`src/pwm_compare_consts.svh`:
```
/*
 * constants of the buffered compare channel block: widths, reset values, timer rates.
 * assumes inclusion by the package and the modules; definitions only.
 */
`ifndef PWM_COMPARE_CONSTS_SVH
`define PWM_COMPARE_CONSTS_SVH

// ----------------------------------------
// sizes
// ----------------------------------------
`define CH_COUNT         8
`define CNT_WIDTH        16
`define CONCUR_COUNT     8

// ----------------------------------------
// reset values
// ----------------------------------------
`define SEL_RESET        8'h00
`define EN_RESET         8'h00
`define CNT_RESET        16'h0000
`define CNT_MAX          16'hFFFF

// ----------------------------------------
// timing: timer 2 advances once per 12 oscillator periods
// ----------------------------------------
`define OSC_PER_T2_TICK  12
`define T2_DIV_WIDTH     4

`endif

```
`src/pwm_compare_pkg.sv`:
```
/*
 * types shared by the buffered compare channel block.
 * assumes pwm_compare_consts.svh is on the include path.
 */
`include "pwm_compare_consts.svh"

package pwm_compare_pkg;

	// ----------------------------------------
	// software write strobes for one channel
	// ----------------------------------------
	typedef struct packed {
		logic [2:0] ch;
		logic       low_we;
		logic       high_we;
		logic [7:0] data;
	} chan_write_t;

	// ----------------------------------------
	// concurrent compare (port 5) controls
	// ----------------------------------------
	typedef struct packed {
		logic                      mode2;
		logic                      set_en;
		logic                      clear_en;
		logic [`CNT_WIDTH-1:0]     set_value;
		logic [`CNT_WIDTH-1:0]     clear_value;
		logic [`CONCUR_COUNT-1:0]  cc4_pins;
		logic [`CONCUR_COUNT-1:0]  gpio_pins;
		logic [`CONCUR_COUNT-1:0]  set_mask;
		logic [`CONCUR_COUNT-1:0]  clear_mask;
	} concur_cfg_t;

	typedef enum logic [1:0] {
		CT_IDLE = 2'b00,
		CT_RUN  = 2'b01
	} ctimer_state_t;

endpackage : pwm_compare_pkg

```
`src/buffered_pwm_compare_channels.sv`:
```
/*
 * eight buffered 16-bit compare channels on timer 2 or the compare timer,
 * with overflow-synchronised loading on the compare timer, plus the port 5 concurrent compare.
 * assumes the cpu writes come as one-cycle strobes synchronous to i_core_clk;
 * i_core_clk is the oscillator.
 */
// Behaviour
// - compare-timer channel: compare latch loads from register latch only at overflow.
// - every compare timer overflow sets the overflow flag.
// - overflow transfer happens only after a low-byte write since last transfer.
// - high-byte write alone never arms the transfer.
// - low-only write transfers new low byte with held high byte.
// - low-byte write arms a full 16-bit transfer; write high first.
// - select 0: low-byte write moves register latch straight to compare latch.
// - after reset all select bits are 0.
// - reload write starts the compare timer from the written value.
// - timer 2 channels run compare mode 1 like other timer 2 compares.
// - no per-channel interrupt; buffering gives consistent 16-bit loads.
// - in mode 2 the set and clear registers drive port 5.
// - set and clear matches raise their own separate flags.
// - a flag stays set while its match condition persists.
// - mode 0 reaches full 100 percent duty swing only when compare value equals reload value.
// - timer 2 mode 0 spike splits at reload value and at FFFF.
// - timer 2 advances once every 12 oscillator periods.
// - select 1 binds compare timer mode 0; select 0 timer 2 mode 1.
// - enable bit activates compare and drives the port 4 line.
`timescale 1ns/1ps
`include "pwm_compare_consts.svh"

module buffered_pwm_compare_channels #(
	parameter int CT_PRESCALE = 2
) (
	// clock and reset
	input  wire logic                          i_core_clk,
	input  wire logic                          i_rst_n,
	// channel writes
	input  pwm_compare_pkg::chan_write_t       i_chan_write,
	input  wire logic [`CH_COUNT-1:0]          i_timebase_select,
	input  wire logic [`CH_COUNT-1:0]          i_channel_output_enable,
	// compare timer
	input  wire logic                          i_ctimer_reload_we,
	input  wire logic [`CNT_WIDTH-1:0]         i_ctimer_reload,
	input  wire logic                          i_ctimer_flag_clr,
	// timer 2 (mode 1 level written by cpu per channel)
	input  wire logic [`CNT_WIDTH-1:0]         i_t2_reload,
	input  wire logic [`CH_COUNT-1:0]          i_mode1_level,
	// port 4 latch writes
	input  wire logic                          i_port4_we,
	input  wire logic [`CH_COUNT-1:0]          i_port4_data,
	// concurrent compare
	input  pwm_compare_pkg::concur_cfg_t       i_concur_cfg,
	input  wire logic                          i_set_flag_clr,
	input  wire logic                          i_clear_flag_clr,
	// outputs
	output logic [`CH_COUNT-1:0]               o_pwm_port_pin,
	output logic                               o_ctimer_overflow_flag,
	output logic [`CNT_WIDTH-1:0]              o_ctimer_count,
	output logic [`CNT_WIDTH-1:0]              o_t2_count,
	output logic [`CONCUR_COUNT-1:0]           o_port5,
	output logic                               o_set_match_flag,
	output logic                               o_clear_match_flag
);
	import pwm_compare_pkg::*;

	// ----------------------------------------
	// state
	// ----------------------------------------
	typedef struct packed {
		logic [`CH_COUNT-1:0][`CNT_WIDTH-1:0] reg_latch;
		logic [`CH_COUNT-1:0][`CNT_WIDTH-1:0] cmp_latch;
		logic [`CH_COUNT-1:0]                 armed;
		logic [`CH_COUNT-1:0]                 out;
		ctimer_state_t                        ct_state;
		logic [`CNT_WIDTH-1:0]                ct_count;
		logic [`CNT_WIDTH-1:0]                ct_reload;
		logic                                 ct_flag;
		logic [`CNT_WIDTH-1:0]                t2_count;
	} core_state_t;

	core_state_t st;
	core_state_t next_st;
	logic        t2_tick;
	logic        ct_tick;
	logic        ct_ovf;
	logic        t2_ovf;
	logic        p5_set_flag;
	logic        p5_clear_flag;
	logic [`CONCUR_COUNT-1:0] p5_pins;

	function automatic logic hit(input logic [`CNT_WIDTH-1:0] a, input logic [`CNT_WIDTH-1:0] b);
		hit = (a == b);
	endfunction : hit

	// ----------------------------------------
	// timer clocks
	// ----------------------------------------
	// one tick per 12 oscillator periods
	tick_divider #(.DIV(`OSC_PER_T2_TICK)) u_t2_div (
		.i_core_clk (i_core_clk),
		.i_rst_n    (i_rst_n),
		.o_tick     (t2_tick)
	);

	tick_divider #(.DIV(CT_PRESCALE)) u_ct_div (
		.i_core_clk (i_core_clk),
		.i_rst_n    (i_rst_n),
		.o_tick     (ct_tick)
	);

	concurrent_compare u_concur (
		.i_core_clk         (i_core_clk),
		.i_rst_n            (i_rst_n),
		.i_tick             (t2_tick),
		.i_count            (st.t2_count),
		.i_cfg              (i_concur_cfg),
		.i_set_flag_clr     (i_set_flag_clr),
		.i_clear_flag_clr   (i_clear_flag_clr),
		.o_port5            (p5_pins),
		.o_set_match_flag   (p5_set_flag),
		.o_clear_match_flag (p5_clear_flag)
	);

	assign ct_ovf = ct_tick && (st.ct_state == CT_RUN) && hit(st.ct_count, `CNT_MAX);
	assign t2_ovf = t2_tick && hit(st.t2_count, `CNT_MAX);

	// ----------------------------------------
	// next state
	// ----------------------------------------
	always_comb begin
		next_st = st;

		// timer 2 auto-reload
		if (t2_tick) begin
			next_st.t2_count = t2_ovf ? i_t2_reload : st.t2_count + 16'h0001;
		end

		if (i_ctimer_reload_we) begin
			next_st.ct_reload = i_ctimer_reload;
			next_st.ct_count  = i_ctimer_reload;
			next_st.ct_state  = CT_RUN;
		end else if (ct_tick && st.ct_state == CT_RUN) begin
			next_st.ct_count = ct_ovf ? st.ct_reload : st.ct_count + 16'h0001;
		end

		// overflow sets flag; set wins over clear
		if (ct_ovf) begin
			next_st.ct_flag = 1'b1;
		end else if (i_ctimer_flag_clr) begin
			next_st.ct_flag = 1'b0;
		end

		for (int i = 0; i < `CH_COUNT; i++) begin
			// full register latch moves, high byte kept
			if (i_timebase_select[i] && ct_ovf && st.armed[i]) begin
				next_st.cmp_latch[i] = st.reg_latch[i];
				next_st.armed[i]     = 1'b0;
			end
			// high byte alone does not arm
			if (i_chan_write.high_we && i_chan_write.ch == 3'(i)) begin
				next_st.reg_latch[i][15:8] = i_chan_write.data;
			end
			if (i_chan_write.low_we && i_chan_write.ch == 3'(i)) begin
				next_st.reg_latch[i][7:0] = i_chan_write.data;
				// mode 1 low write loads directly
				if (i_timebase_select[i]) begin
					next_st.armed[i] = 1'b1;
				end else begin
					next_st.cmp_latch[i] = {st.reg_latch[i][15:8], i_chan_write.data};
				end
			end

			if (i_channel_output_enable[i]) begin
				if (i_timebase_select[i]) begin
					// high on match, low on overflow
					// overflow drives the output low until the next match unless the compare latch equals the reload value
					if (ct_ovf) begin
						next_st.out[i] = hit(st.cmp_latch[i], st.ct_reload);
					end else if (ct_tick && hit(st.ct_count, st.cmp_latch[i])) begin
						next_st.out[i] = 1'b1;
					end
				end else if (t2_tick && hit(st.t2_count, st.cmp_latch[i])) begin
					next_st.out[i] = i_mode1_level[i];
				end
			end
			if (i_port4_we && !(i_channel_output_enable[i] && t2_tick)) begin
				next_st.out[i] = i_port4_data[i];
			end
		end
	end

	always_ff @(posedge i_core_clk or negedge i_rst_n) begin
		if (!i_rst_n) begin
			st                     <= '0;
			o_pwm_port_pin         <= '0;
			o_ctimer_overflow_flag <= 1'b0;
			o_ctimer_count         <= `CNT_RESET;
			o_t2_count             <= `CNT_RESET;
			o_port5                <= '0;
			o_set_match_flag       <= 1'b0;
			o_clear_match_flag     <= 1'b0;
		end else begin
			st                     <= next_st;
			o_pwm_port_pin         <= next_st.out;
			o_ctimer_overflow_flag <= next_st.ct_flag;
			o_ctimer_count         <= next_st.ct_count;
			o_t2_count             <= next_st.t2_count;
			o_port5                <= p5_pins;
			o_set_match_flag       <= p5_set_flag;
			o_clear_match_flag     <= p5_clear_flag;
		end
	end

	// ----------------------------------------
	// checks
	// ----------------------------------------
	// select resets to zero: selects are ports, reset value documented as 8'h00
	// timer 2 spike halves come from reload and FFFF compare in the wider timer 2 unit

	property p_ovf_flag;
		@(posedge i_core_clk) disable iff (!i_rst_n)
		ct_ovf |=> st.ct_flag ##1 o_ctimer_overflow_flag;
	endproperty
	a_ovf_flag: assert property (p_ovf_flag) else $error("overflow flag missing");

	property p_no_direct_load;
		@(posedge i_core_clk) disable iff (!i_rst_n)
		(i_timebase_select[1] && $past(i_timebase_select[1]) && !ct_ovf && !$past(ct_ovf))
			|-> $stable(st.cmp_latch[1]);
	endproperty
	a_no_direct_load: assert property (p_no_direct_load) else $error("compare latch loaded off overflow");

	property p_unarmed;
		@(posedge i_core_clk) disable iff (!i_rst_n)
		(ct_ovf && i_timebase_select[1] && !st.armed[1] && !(i_chan_write.low_we && i_chan_write.ch == 3'd1))
			|=> $stable(st.cmp_latch[1]);
	endproperty
	a_unarmed: assert property (p_unarmed) else $error("transfer without low-byte write");

	property p_high_no_arm;
		@(posedge i_core_clk) disable iff (!i_rst_n)
		(i_chan_write.high_we && !i_chan_write.low_we && i_chan_write.ch == 3'd1 && !st.armed[1])
			|=> !st.armed[1];
	endproperty
	a_high_no_arm: assert property (p_high_no_arm) else $error("high byte armed transfer");

	property p_armed_xfer;
		@(posedge i_core_clk) disable iff (!i_rst_n)
		(ct_ovf && i_timebase_select[1] && st.armed[1] && !i_chan_write.high_we && !i_chan_write.low_we)
			|=> (st.cmp_latch[1] == $past(st.reg_latch[1])) && !st.armed[1];
	endproperty
	a_armed_xfer: assert property (p_armed_xfer) else $error("armed 16-bit transfer lost");

	property p_mode1_direct;
		@(posedge i_core_clk) disable iff (!i_rst_n)
		(i_chan_write.low_we && i_chan_write.ch == 3'd0 && !i_timebase_select[0] && !i_chan_write.high_we)
			|=> st.cmp_latch[0] == {$past(st.reg_latch[0][15:8]), $past(i_chan_write.data)};
	endproperty
	a_mode1_direct: assert property (p_mode1_direct) else $error("mode 1 low write not direct");

	property p_reload_start;
		@(posedge i_core_clk) disable iff (!i_rst_n)
		i_ctimer_reload_we |=> (st.ct_count == $past(i_ctimer_reload)) && (st.ct_state == CT_RUN);
	endproperty
	a_reload_start: assert property (p_reload_start) else $error("reload write did not start timer");

	property p_t2_rate;
		@(posedge i_core_clk) disable iff (!i_rst_n)
		t2_tick |=> !t2_tick [*8];
	endproperty
	a_t2_rate: assert property (p_t2_rate) else $error("timer 2 ticked too fast");

	property p_ovf_low;
		@(posedge i_core_clk) disable iff (!i_rst_n)
		(ct_ovf && i_channel_output_enable[1] && i_timebase_select[1] && !i_port4_we
			&& st.cmp_latch[1] != st.ct_reload) |=> !st.out[1];
	endproperty
	a_ovf_low: assert property (p_ovf_low) else $error("mode 0 output not low after overflow");

	c_overflow:  cover property (@(posedge i_core_clk) disable iff (!i_rst_n) ct_ovf && st.armed[1]);
	c_mode1:     cover property (@(posedge i_core_clk) disable iff (!i_rst_n)
		i_chan_write.low_we && !i_timebase_select[i_chan_write.ch]);
	c_pwm_high:  cover property (@(posedge i_core_clk) disable iff (!i_rst_n) $rose(o_pwm_port_pin[0]));

endmodule : buffered_pwm_compare_channels

```
`src/tick_divider.sv`:
```
/*
 * divider producing a one-cycle enable every DIV clocks.
 * assumes a single clock domain and a free running divider.
 */
`timescale 1ns/1ps
`include "pwm_compare_consts.svh"

module tick_divider #(
	parameter int DIV = 2
) (
	// clock and reset
	input  wire logic i_core_clk,
	input  wire logic i_rst_n,
	// enable out
	output logic      o_tick
);
	import pwm_compare_pkg::*;

	typedef struct packed {
		logic [7:0] cnt;
		logic       tick;
	} div_state_t;

	div_state_t st;
	div_state_t next_st;

	always_comb begin
		next_st = st;
		next_st.tick = 1'b0;
		if (st.cnt == 8'(DIV - 1)) begin
			next_st.cnt  = 8'h00;
			next_st.tick = 1'b1;
		end else begin
			next_st.cnt = st.cnt + 8'h01;
		end
	end

	always_ff @(posedge i_core_clk or negedge i_rst_n) begin
		if (!i_rst_n) begin
			st <= '0;
		end else begin
			st <= next_st;
		end
	end

	assign o_tick = st.tick;

endmodule : tick_divider

```
`src/concurrent_compare.sv`:
```
/*
 * concurrent set/clear compare of port 5 with sticky match flags.
 * assumes timer 2 count and its tick arrive from the main module.
 */
`timescale 1ns/1ps
`include "pwm_compare_consts.svh"

module concurrent_compare (
	// clock and reset
	input  wire logic                            i_core_clk,
	input  wire logic                            i_rst_n,
	// timebase and config
	input  wire logic                            i_tick,
	input  wire logic [`CNT_WIDTH-1:0]           i_count,
	input  pwm_compare_pkg::concur_cfg_t         i_cfg,
	input  wire logic                            i_set_flag_clr,
	input  wire logic                            i_clear_flag_clr,
	// results
	output logic [`CONCUR_COUNT-1:0]             o_port5,
	output logic                                 o_set_match_flag,
	output logic                                 o_clear_match_flag
);
	import pwm_compare_pkg::*;

	typedef struct packed {
		logic [`CONCUR_COUNT-1:0] latch;
		logic                     set_flag;
		logic                     clear_flag;
	} cc_state_t;

	cc_state_t st;
	cc_state_t next_st;
	logic      set_hit;
	logic      clear_hit;

	always_comb begin
		set_hit   = i_cfg.set_en && (i_count == i_cfg.set_value);
		clear_hit = i_cfg.clear_en && (i_count == i_cfg.clear_value);
		next_st = st;
		if (set_hit) begin
			next_st.set_flag = 1'b1;
		end else if (i_set_flag_clr) begin
			next_st.set_flag = 1'b0;
		end
		if (clear_hit) begin
			next_st.clear_flag = 1'b1;
		end else if (i_clear_flag_clr) begin
			next_st.clear_flag = 1'b0;
		end
		if (i_tick && set_hit) begin
			next_st.latch = st.latch | i_cfg.set_mask;
		end
		if (i_tick && clear_hit) begin
			next_st.latch = next_st.latch & ~i_cfg.clear_mask;
		end
	end

	always_ff @(posedge i_core_clk or negedge i_rst_n) begin
		if (!i_rst_n) begin
			st      <= '0;
			o_port5 <= '0;
		end else begin
			st <= next_st;
			o_port5 <= i_cfg.mode2 ? next_st.latch : (i_cfg.gpio_pins | i_cfg.cc4_pins);
		end
	end

	assign o_set_match_flag   = st.set_flag;
	assign o_clear_match_flag = st.clear_flag;

	// ----------------------------------------
	// checks
	// ----------------------------------------
	property p_set_hold;
		@(posedge i_core_clk) disable iff (!i_rst_n)
		set_hit |=> o_set_match_flag;
	endproperty
	a_set_hold: assert property (p_set_hold) else $error("set match flag not held");

	property p_clear_sep;
		@(posedge i_core_clk) disable iff (!i_rst_n)
		(clear_hit && !set_hit && !o_set_match_flag) |=> (o_clear_match_flag && !o_set_match_flag);
	endproperty
	a_clear_sep: assert property (p_clear_sep) else $error("clear match raised wrong flag");

	property p_mode2_port;
		@(posedge i_core_clk) disable iff (!i_rst_n)
		i_cfg.mode2 |=> (o_port5 == st.latch) || !$past(i_cfg.mode2);
	endproperty
	a_mode2_port: assert property (p_mode2_port) else $error("port 5 not driven by concurrent latch");

endmodule : concurrent_compare

```
`config.mk`:
```
export PLATFORM = sky130hd
export DESIGN_NAME = buffered_pwm_compare_channels
export DESIGN_NICKNAME = d
export VERILOG_FILES = /design/src/pwm_compare_pkg.sv /design/src/buffered_pwm_compare_channels.sv /design/src/tick_divider.sv /design/src/concurrent_compare.sv
export VERILOG_INCLUDE_DIRS = /design/src
export SDC_FILE = /design/constraint.sdc
export NUM_CORES = 1
export LEC_CHECK = 0
export BUFFER_PORTS_ARGS = -buffer_cell sky130_fd_sc_hd__buf_4
export CAP_MARGIN = 20
export CORE_MARGIN = 4
export CORE_UTILIZATION = 38
export CTS_CLUSTER_SIZE = 16
export DETAILED_ROUTE_END_ITERATION = 10
export MAX_ROUTING_LAYER = met4
export PLACE_DENSITY_LB_ADDON = 0.08
export SETUP_SLACK_MARGIN = 0.5
export SLEW_MARGIN = 15
export SYNTH_ARGS = -nofsm -noshare
export SYNTH_HDL_FRONTEND = slang
export SYNTH_SLANG_ARGS = --single-unit
```
`constraint.sdc`:
```
create_clock -name i_core_clk -period 2.5 [get_ports i_core_clk]
set_input_delay 0.625 -clock i_core_clk [delete_from_list [all_inputs] [get_ports i_core_clk]]
set_output_delay 0.625 -clock i_core_clk [all_outputs]
set_load 0.05 [all_outputs]
```
==> impl_metrics.py, run 1 <==
metrics = {
    "power_and_ir_drop": {
        "vdd_drop_max_mv": 0.487,
        "p_per_area_mw_per_mm2": 727,
        "p_leak_nw": 12.3,
    },
    "synthesis": {
        "synth_seq_cells": 368,
        "seq_area_frac_synth_pct": 43.7,
        "synth_top_area_share_pct": 43.7,
        "syn-num-nets": 2125,
        "yosysWarnings": 0,
        "ys.flop_type": "dfrtp_1",
        "synth_common_cells": "368 x dfrtp_1, 218 x xnor2_1, 211 x xor2_1, 140 x mux2_2, 109 x nand2_1",
        "syn_inst": 1969,
        "ys_types": 60,
        "synth_area_leaders": "dfrtp_1 44%, xnor2_1 9.1%, xor2_1 8.8%, mux2_2 7.5%, mux2_4 4.0%",
        "async_flop_share_pct": 100,
        "synth_top_area_cell": "dfrtp_1",
        "syn_area_mm2": 0.0211,
        "synth_edf_count": 0,
        "yosysMostFrequentCell": "dfrtp_1",
        "synth_area_per_cell_um2": 10.7,
    },
    "timing": {
        "slew_headroom_pct": 51.1,
        "fin_crit_ns": 2.24,
        "slew_viol_final": 0,
        "hold_viol_final": 0,
        "whs_ns": 0.00735,
        "max_freq_mhz": 446,
        "tightest_slew_ns": 0.727,
        "setup_viol_count_final": 0,
        "tns_ns": 0,
        "period_share_pct": 89.8,
        "fin_skew_ns": 0.0249,
        "rsz0062_at_grt": "yes",
    },
    "die": {
        "initial_core_util_pct": 38.3,
        "die-area_mm2": 0.0592,
        "num_rows": 86,
        "ios": 202,
        "die_h_um": 243,
        "core_area_mm2": 0.0550,
        "die_w_um": 243,
    },
    "critical_path": {
        "cp_data_required_time_ns": 2.99,
        "crit_path_top_delay_cell": "or4_4",
        "path_class": "reg -> reg",
        "worst-path-stages": 7,
        "reg2regPathDepth": 7,
        "crit_chain": "nand3_1 > or4_4 > or2_4 > buf_12 > o22ai_1 > a21oi_1 > o31ai_1",
        "r2r_end": "st[41]$_DFFE_PN0P_",
        "startpoint_type": "register",
        "slowest_delay_ns": 0.61,
        "worstReg2RegStart": "st[47]$_DFFE_PN0P_",
        "cp.arrival_ns": 2.74,
        "path_buf_inv": 1,
        "crit_fanout": 7,
        "path_delay_family": "simple AND/OR/NAND/NOR gates",
        "cp-startpoint": "st[47]$_DFFE_PN0P_",
        "cp-endpoint": "st[41]$_DFFE_PN0P_",
        "reg2reg_slack_ns": 0.26,
        "end_kind": "register",
    },
    "detailed_routing": {
        "vias": 17011,
        "drt_iter0_drc": 1359,
        "drc": 0,
        "routedWlPerCell_um": 26.8,
        "drt-vias-per-instance": 5.48,
        "antenna_left": 0,
        "wl_met1_um": 36000,
        "first_pass_iters": 5,
        "top_layer": "met4",
        "wl_met3_um": 7300,
        "routed_wl_um": 83300,
        "wl_met2_um": 37000,
    },
    "placed_design": {
        "dpl.hpwl_um": 56200,
        "dp_cells": 2900,
        "globalplace.congestion": 0.951,
        "port_buffers": 201,
    },
    "grt": {
        "antenna_found_initial": 3,
        "grtUsageTotal_pct": 28.0,
        "grt-ovfl-total": 0,
        "grt_pass1_vias": 16990,
        "grt_pass1_wl_um": 119000,
        "grt_max_degree": 72,
    },
    "finish": {
        "area_delta_synth_final_pct": 33.8,
        "nNetsFinal": 2475,
        "drive_gt1_share_pct": 37.6,
        "fillCellCount": 4920,
        "regArea_mm2": 0.00923,
        "multiInputGateArea_mm2": 0.0117,
        "final_cells": 3105,
    },
    "min_path": {
        "hold_path.class": "in -> async",
    },
    "clock_tree": {
        "worstSkewPairLatency_ns": 0.59,
        "cts.sinks": 368,
        "clkTransAtPathRegs_ns": 0.07,
        "ctsHoldBuffers": 0,
        "clock_path_buffers": 3,
        "cts.htree.levels": 2,
        "cts_tree": "done",
        "cts_made_buffers": 45,
        "cts-root-buf": "clkbuf_16",
    },
    "run_status": {
        "status": "completed",
    },
    "flow_run": {
        "drv_cap": 0,
    },
}
layer usage:
metal	up-vias	global-route usage [%]
li1	7529	-
met1	8505	37.4
met2	798	41.6
met3	179	7.31
met4	0	9.40
met5	-	-
state kept, by name (all words and copies together), names as in the netlist:
| signal | cells |
|---|---|
| st | 322 |
| o_port5 | 8 |
| u_concur.o_port5 | 8 |
| u_concur.st | 8 |
| u_ct_div.st | 8 |
| u_t2_div.st | 8 |
| o_clear_match_flag | 1 |
| o_set_match_flag | 1 |
| u_concur.o_clear_match_flag | 1 |
| u_concur.o_set_match_flag | 1 |
| u_ct_div.o_tick | 1 |
| u_t2_div.o_tick | 1 |
worst min-delay path by stage:
stage / from / endpoint / cells after the start
finish: i_rst_n / st[260]$_DFFE_PN0P_ / 1
global route: i_rst_n / st[137]$_DFF_PN0_ / 1
CTS: i_rst_n / st[131]$_DFF_PN0_ / 1
detailed placement: u_concur.o_port5[4]$_DFF_PN0_ / o_port5[4]$_DFF_PN0_ / 0
global placement: u_concur.o_port5[5]$_DFF_PN0_ / o_port5[5]$_DFF_PN0_ / 0
floorplan: i_rst_n / o_clear_match_flag$_DFF_PN0_ / 0
placed cells by master, fill, tap and decap left out, types with 11 or more instances in the layout:
cell       count
nor3_1        15
nor4_1        40
or3_1         11
xnor2_1      214
dfrtp_1      348
nor4_2        19
mux2i_1       66
nor2_1        79
buf_12        51
buf_4        313
mux2_2       140
o21ai_2       11
a31oi_1       11
o21ai_0       27
nand3_1       46
buf_8         12
clkbuf_16     50
nand4_1       59
a21oi_1       41
clkbuf_8      15
o21ai_1       54
nand2_1      102
xor2_1       210
inv_1         32
dfrtp_2       20
a21o_1        11
nor2_4        14
buf_6         82
mux2_4        56
kinds of logic after synthesis:
| group | share of synthesized area (%) |
|---|---|
| AND/OR/NAND/NOR | 11.9 |
| buffers and inverters | 4.36 |
| XOR/XNOR | 17.8 |
| flip-flops | 43.7 |
| AO/OA/AOI/OAI | 7.16 |
| adder cells (fa/ha/maj) | 0.297 |
| multiplexers | 14.7 |
timing repair:
| action | CTS | global route |
|---|---|---|
| setup endpoints to repair | 215 | 210 |
| pin swaps | 55 | 67 |
| buffers inserted | 85 | 28 |
| gates resized for setup | 194 | 147 |
| cloned | 3 | 4 |
per-stage QoR:
| step | utilization, % | setup slack, ns | instance area, µm² | power [mW] |
|---|---|---|---|---|
| 2_1_floorplan | - | 0.273 | 21300 | 11.5 |
| 3_3_place_gp | 43.7 | 0.143 | 24000 | 13.2 |
| 3_5_place_dp | 43.7 | 0.139 | 24000 | 13.3 |
| 4_1_cts | 49.5 | 0.312 | 27200 | 20.5 |
| 5_1_grt | 51.2 | 0.166 | 28200 | 21.4 |
| 6_report | 51.2 | 0.256 | 28200 | 20.5 |
final cells by class:
type                            count  area share, %
Clock buffer                       68           4.99
Sequential cell                   368           32.8
Antenna cell                        3         0.0267
Multi-Input combinational cell   1407           41.4
Timing Repair Buffer              464           16.5
Clock inverter                     14          0.582
Tap cell                          748           3.32
Inverter                           33          0.440
report_power, final:
group          leakage [nW]  internal (mW)  switching (mW)
Clock                 0.775           4.19            2.68
Combinational          7.03           2.68            2.27
Sequential             4.47           7.08            1.59
Total                  12.3           13.9            6.54
Note: power is estimated with default switching activity, not from simulation.
==> inputs of run 2 (changes only) <==
--- a/config.mk
+++ b/config.mk
@@ -8,7 +8,6 @@
 export LEC_CHECK = 0
 export BUFFER_PORTS_ARGS = -buffer_cell sky130_fd_sc_hd__buf_4
 export CAP_MARGIN = 20
-export CORE_MARGIN = 4
 export CORE_UTILIZATION = 38
 export CTS_CLUSTER_SIZE = 16
 export DETAILED_ROUTE_END_ITERATION = 10
==> constraint.sdc (replaced) <==
create_clock -name i_core_clk -period 2.4 [get_ports i_core_clk]
set_input_delay 0.6 -clock i_core_clk [delete_from_list [all_inputs] [get_ports i_core_clk]]
set_output_delay 0.6 -clock i_core_clk [all_outputs]
set_load 0.05 [all_outputs]
==> run 2 against run 1 <==
  * Cell count down 0.84%
  * Clock power is 1% lower
  * Clock skew shrank 0.0028 ns
  * Global-route usage grew 1.7 points
  * Routed wire length is 1.3% lower
  * Final area grew 1.8%
  * Non-clock buffer count up 31
  * Hold slack improved by 0.20 ns
  * Largest cell class unchanged
==> impl_metrics.py, run 2 (same netlist as run 1, synthesis figures left out) <==
metrics = {
    "placed_design": {
        "globalplace.congestion": 0.952,
        "dp_cells": 2861,
        "dpl.hpwl_um": 56400,
        "port_buffers": 201,
        "placed_area_mm2": 0.0242,
    },
    "finish": {
        "largest_reg_flops": 322,
        "layout_commonest_cell": "dfrtp_1",
        "nNetsFinal": 2507,
        "final_cells": 3079,
        "drive_gt1_share_pct": 40.2,
        "regMostFlops": "st",
        "fin_util_pct": 52.9,
        "area_delta_synth_final_pct": 36.2,
        "fin_area_mm2": 0.0287,
        "most-common-layout-cells": "340 x dfrtp_1, 330 x buf_4, 208 x xor2_1",
    },
    "timing": {
        "fin_skew_ns": 0.0221,
        "setup_viol_count_final": 0,
        "tightest_slew_ns": 0.815,
        "period_share_pct": 92.8,
        "slew_viol_final": 0,
        "rsz0062_at_grt": "yes",
        "max_freq_mhz": 449,
        "hold_viol_final": 0,
        "fin_crit_ns": 2.23,
        "slew_headroom_pct": 45.7,
        "whs_ns": 0.206,
    },
    "die": {
        "ios": 202,
        "core_area_mm2": 0.0542,
        "die-area_mm2": 0.0563,
        "initial_core_util_pct": 38.8,
        "die_w_um": 237,
        "num_rows": 85,
        "die_h_um": 237,
    },
    "detailed_routing": {
        "first_pass_iters": 7,
        "routed_wl_um": 82300,
        "antenna_left": 0,
        "vias": 17128,
        "routedWlPerCell_um": 26.7,
        "drt-vias-per-instance": 5.56,
        "drc": 0,
        "drt_iter0_drc": 1476,
    },
    "critical_path": {
        "path_class": "reg -> reg",
        "reg2reg_slack_ns": 0.17,
        "end_kind": "register",
        "r2r_end": "st[144]$_DFF_PN0_",
        "reg2regPathDepth": 7,
        "cp_data_required_time_ns": 2.86,
        "startpoint_type": "register",
        "crit_fanout": 8,
        "worstReg2RegStart": "st[38]$_DFFE_PN0P_",
        "cp.arrival_ns": 2.69,
    },
    "grt": {
        "antenna_found_initial": 1,
        "grt_pass1_vias": 16989,
        "grt-ovfl-total": 0,
        "grt_pass1_wl_um": 118000,
        "grt_max_degree": 74,
        "grtUsageTotal_pct": 29.7,
    },
    "clock_tree": {
        "clkTransAtPathRegs_ns": 0.06,
        "cts.htree.levels": 2,
        "cts-root-buf": "clkbuf_16",
        "clock_path_buffers": 3,
        "worstSkewPairLatency_ns": 0.58,
        "cts_tree": "done",
        "cts.sinks": 368,
        "cts_made_buffers": 43,
    },
    "min_path": {
        "hold_path.class": "in -> reg",
        "holdPathEnd": "u_concur.st[6]$_DFF_PN0_",
        "holdPathStages": 2,
        "worstHoldStart": "i_concur_cfg[4]",
    },
    "power_and_ir_drop": {
        "vdd_drop_max_mv": 0.533,
        "p_total_mw": 21.2,
        "p_leak_nw": 12.5,
        "p_per_area_mw_per_mm2": 741,
    },
    "run_status": {
        "status": "completed",
    },
    "flow_run": {
        "drv_cap": 0,
    },
}
## run 2: cell types whose count changed in the layout (fill, tap and decap cells not counted), moves of 8 or more
cell / before / now
buf_8: 12 / 32
buf_4: 313 / 330
buf_6: 82 / 71
xnor2_2: 3 / 13
xnor2_1: 214 / 205
dfrtp_1: 348 / 340
## run 2: timing repair
action / 4_1_cts / 5_1_grt
resized for setup: 271 / 147
setup endpoints to repair: 221 / 223
hold endpoints to repair: 33 / 0
hold buffers: 1 / 0
gates cloned: 6 / 1
buffers inserted: 108 / 25
pin swaps: 91 / 69
## run 2: metrics by stage
stage / worst slack [ns] / TNS, ns
final: 0.174 / 0
after CTS: 0.226 / 0
after detailed placement: -0.204 / -1.81
after global routing: 0.0813 / 0
after floorplan: 0.173 / 0
after global placement: -0.192 / -1.64
## run 2: routing by layer
layer / share of wire (%) / track usage, % / vias up
li1: - / - / 7579
met1: 44 / 40.4 / 8674
met2: 46 / 45.5 / 697
met3: 6.7 / 3.89 / 178
met4: 3.8 / 10.5 / 0
met5: 0 / - / -
## run 2: worst max-delay path by stage
| stage | startpoint | to | slack, ns | depth (start not counted) |
|---|---|---|---|---|
| after floorplan | st[42]$_DFFE_PN0P_ | st[54]$_DFFE_PN0P_ | 0.17 | 9 |
| after global placement | i_concur_cfg[37] | u_concur.o_port5[0]$_DFF_PN0_ | -0.19 | 9 |
| after detailed placement | i_concur_cfg[37] | u_concur.o_port5[3]$_DFF_PN0_ | -0.20 | 9 |
| after CTS | st[46]$_DFFE_PN0P_ | o_ctimer_count[13] | 0.23 | 3 |
| after global routing | st[0]$_DFFE_PN0P_ | u_concur.o_port5[4]$_DFF_PN0_ | 0.08 | 10 |
| final | st[38]$_DFFE_PN0P_ | st[144]$_DFF_PN0_ | 0.17 | 7 |
## run 2: critical path, stage by stage (launching register included)
cell and delay, ns:
dfrtp_2 0.40, and3_4 0.21, nand3_4 0.09, or4_4 0.57
buf_12 0.21, nor2_8 0.19, nor2_4 0.11, mux2_4 0.31
## run 2: power by group
part	internal [mW]	total [mW]	leakage, nW	switching (mW)
logic	2.95	5.37	7.28	2.42
clock network	4.10	6.80	0.722	2.70
registers	7.37	9.06	4.46	1.69
## run 2: final cells by class
class	count	area, µm²
diodes	1	2.50
clock buffers	63	1310
clock inverters	13	149
fillers	4773	25600
inverters	33	124
multi-input cells	1410	11900
flip-flops and latches	368	9250
well taps	696	871
repair buffers	495	5010
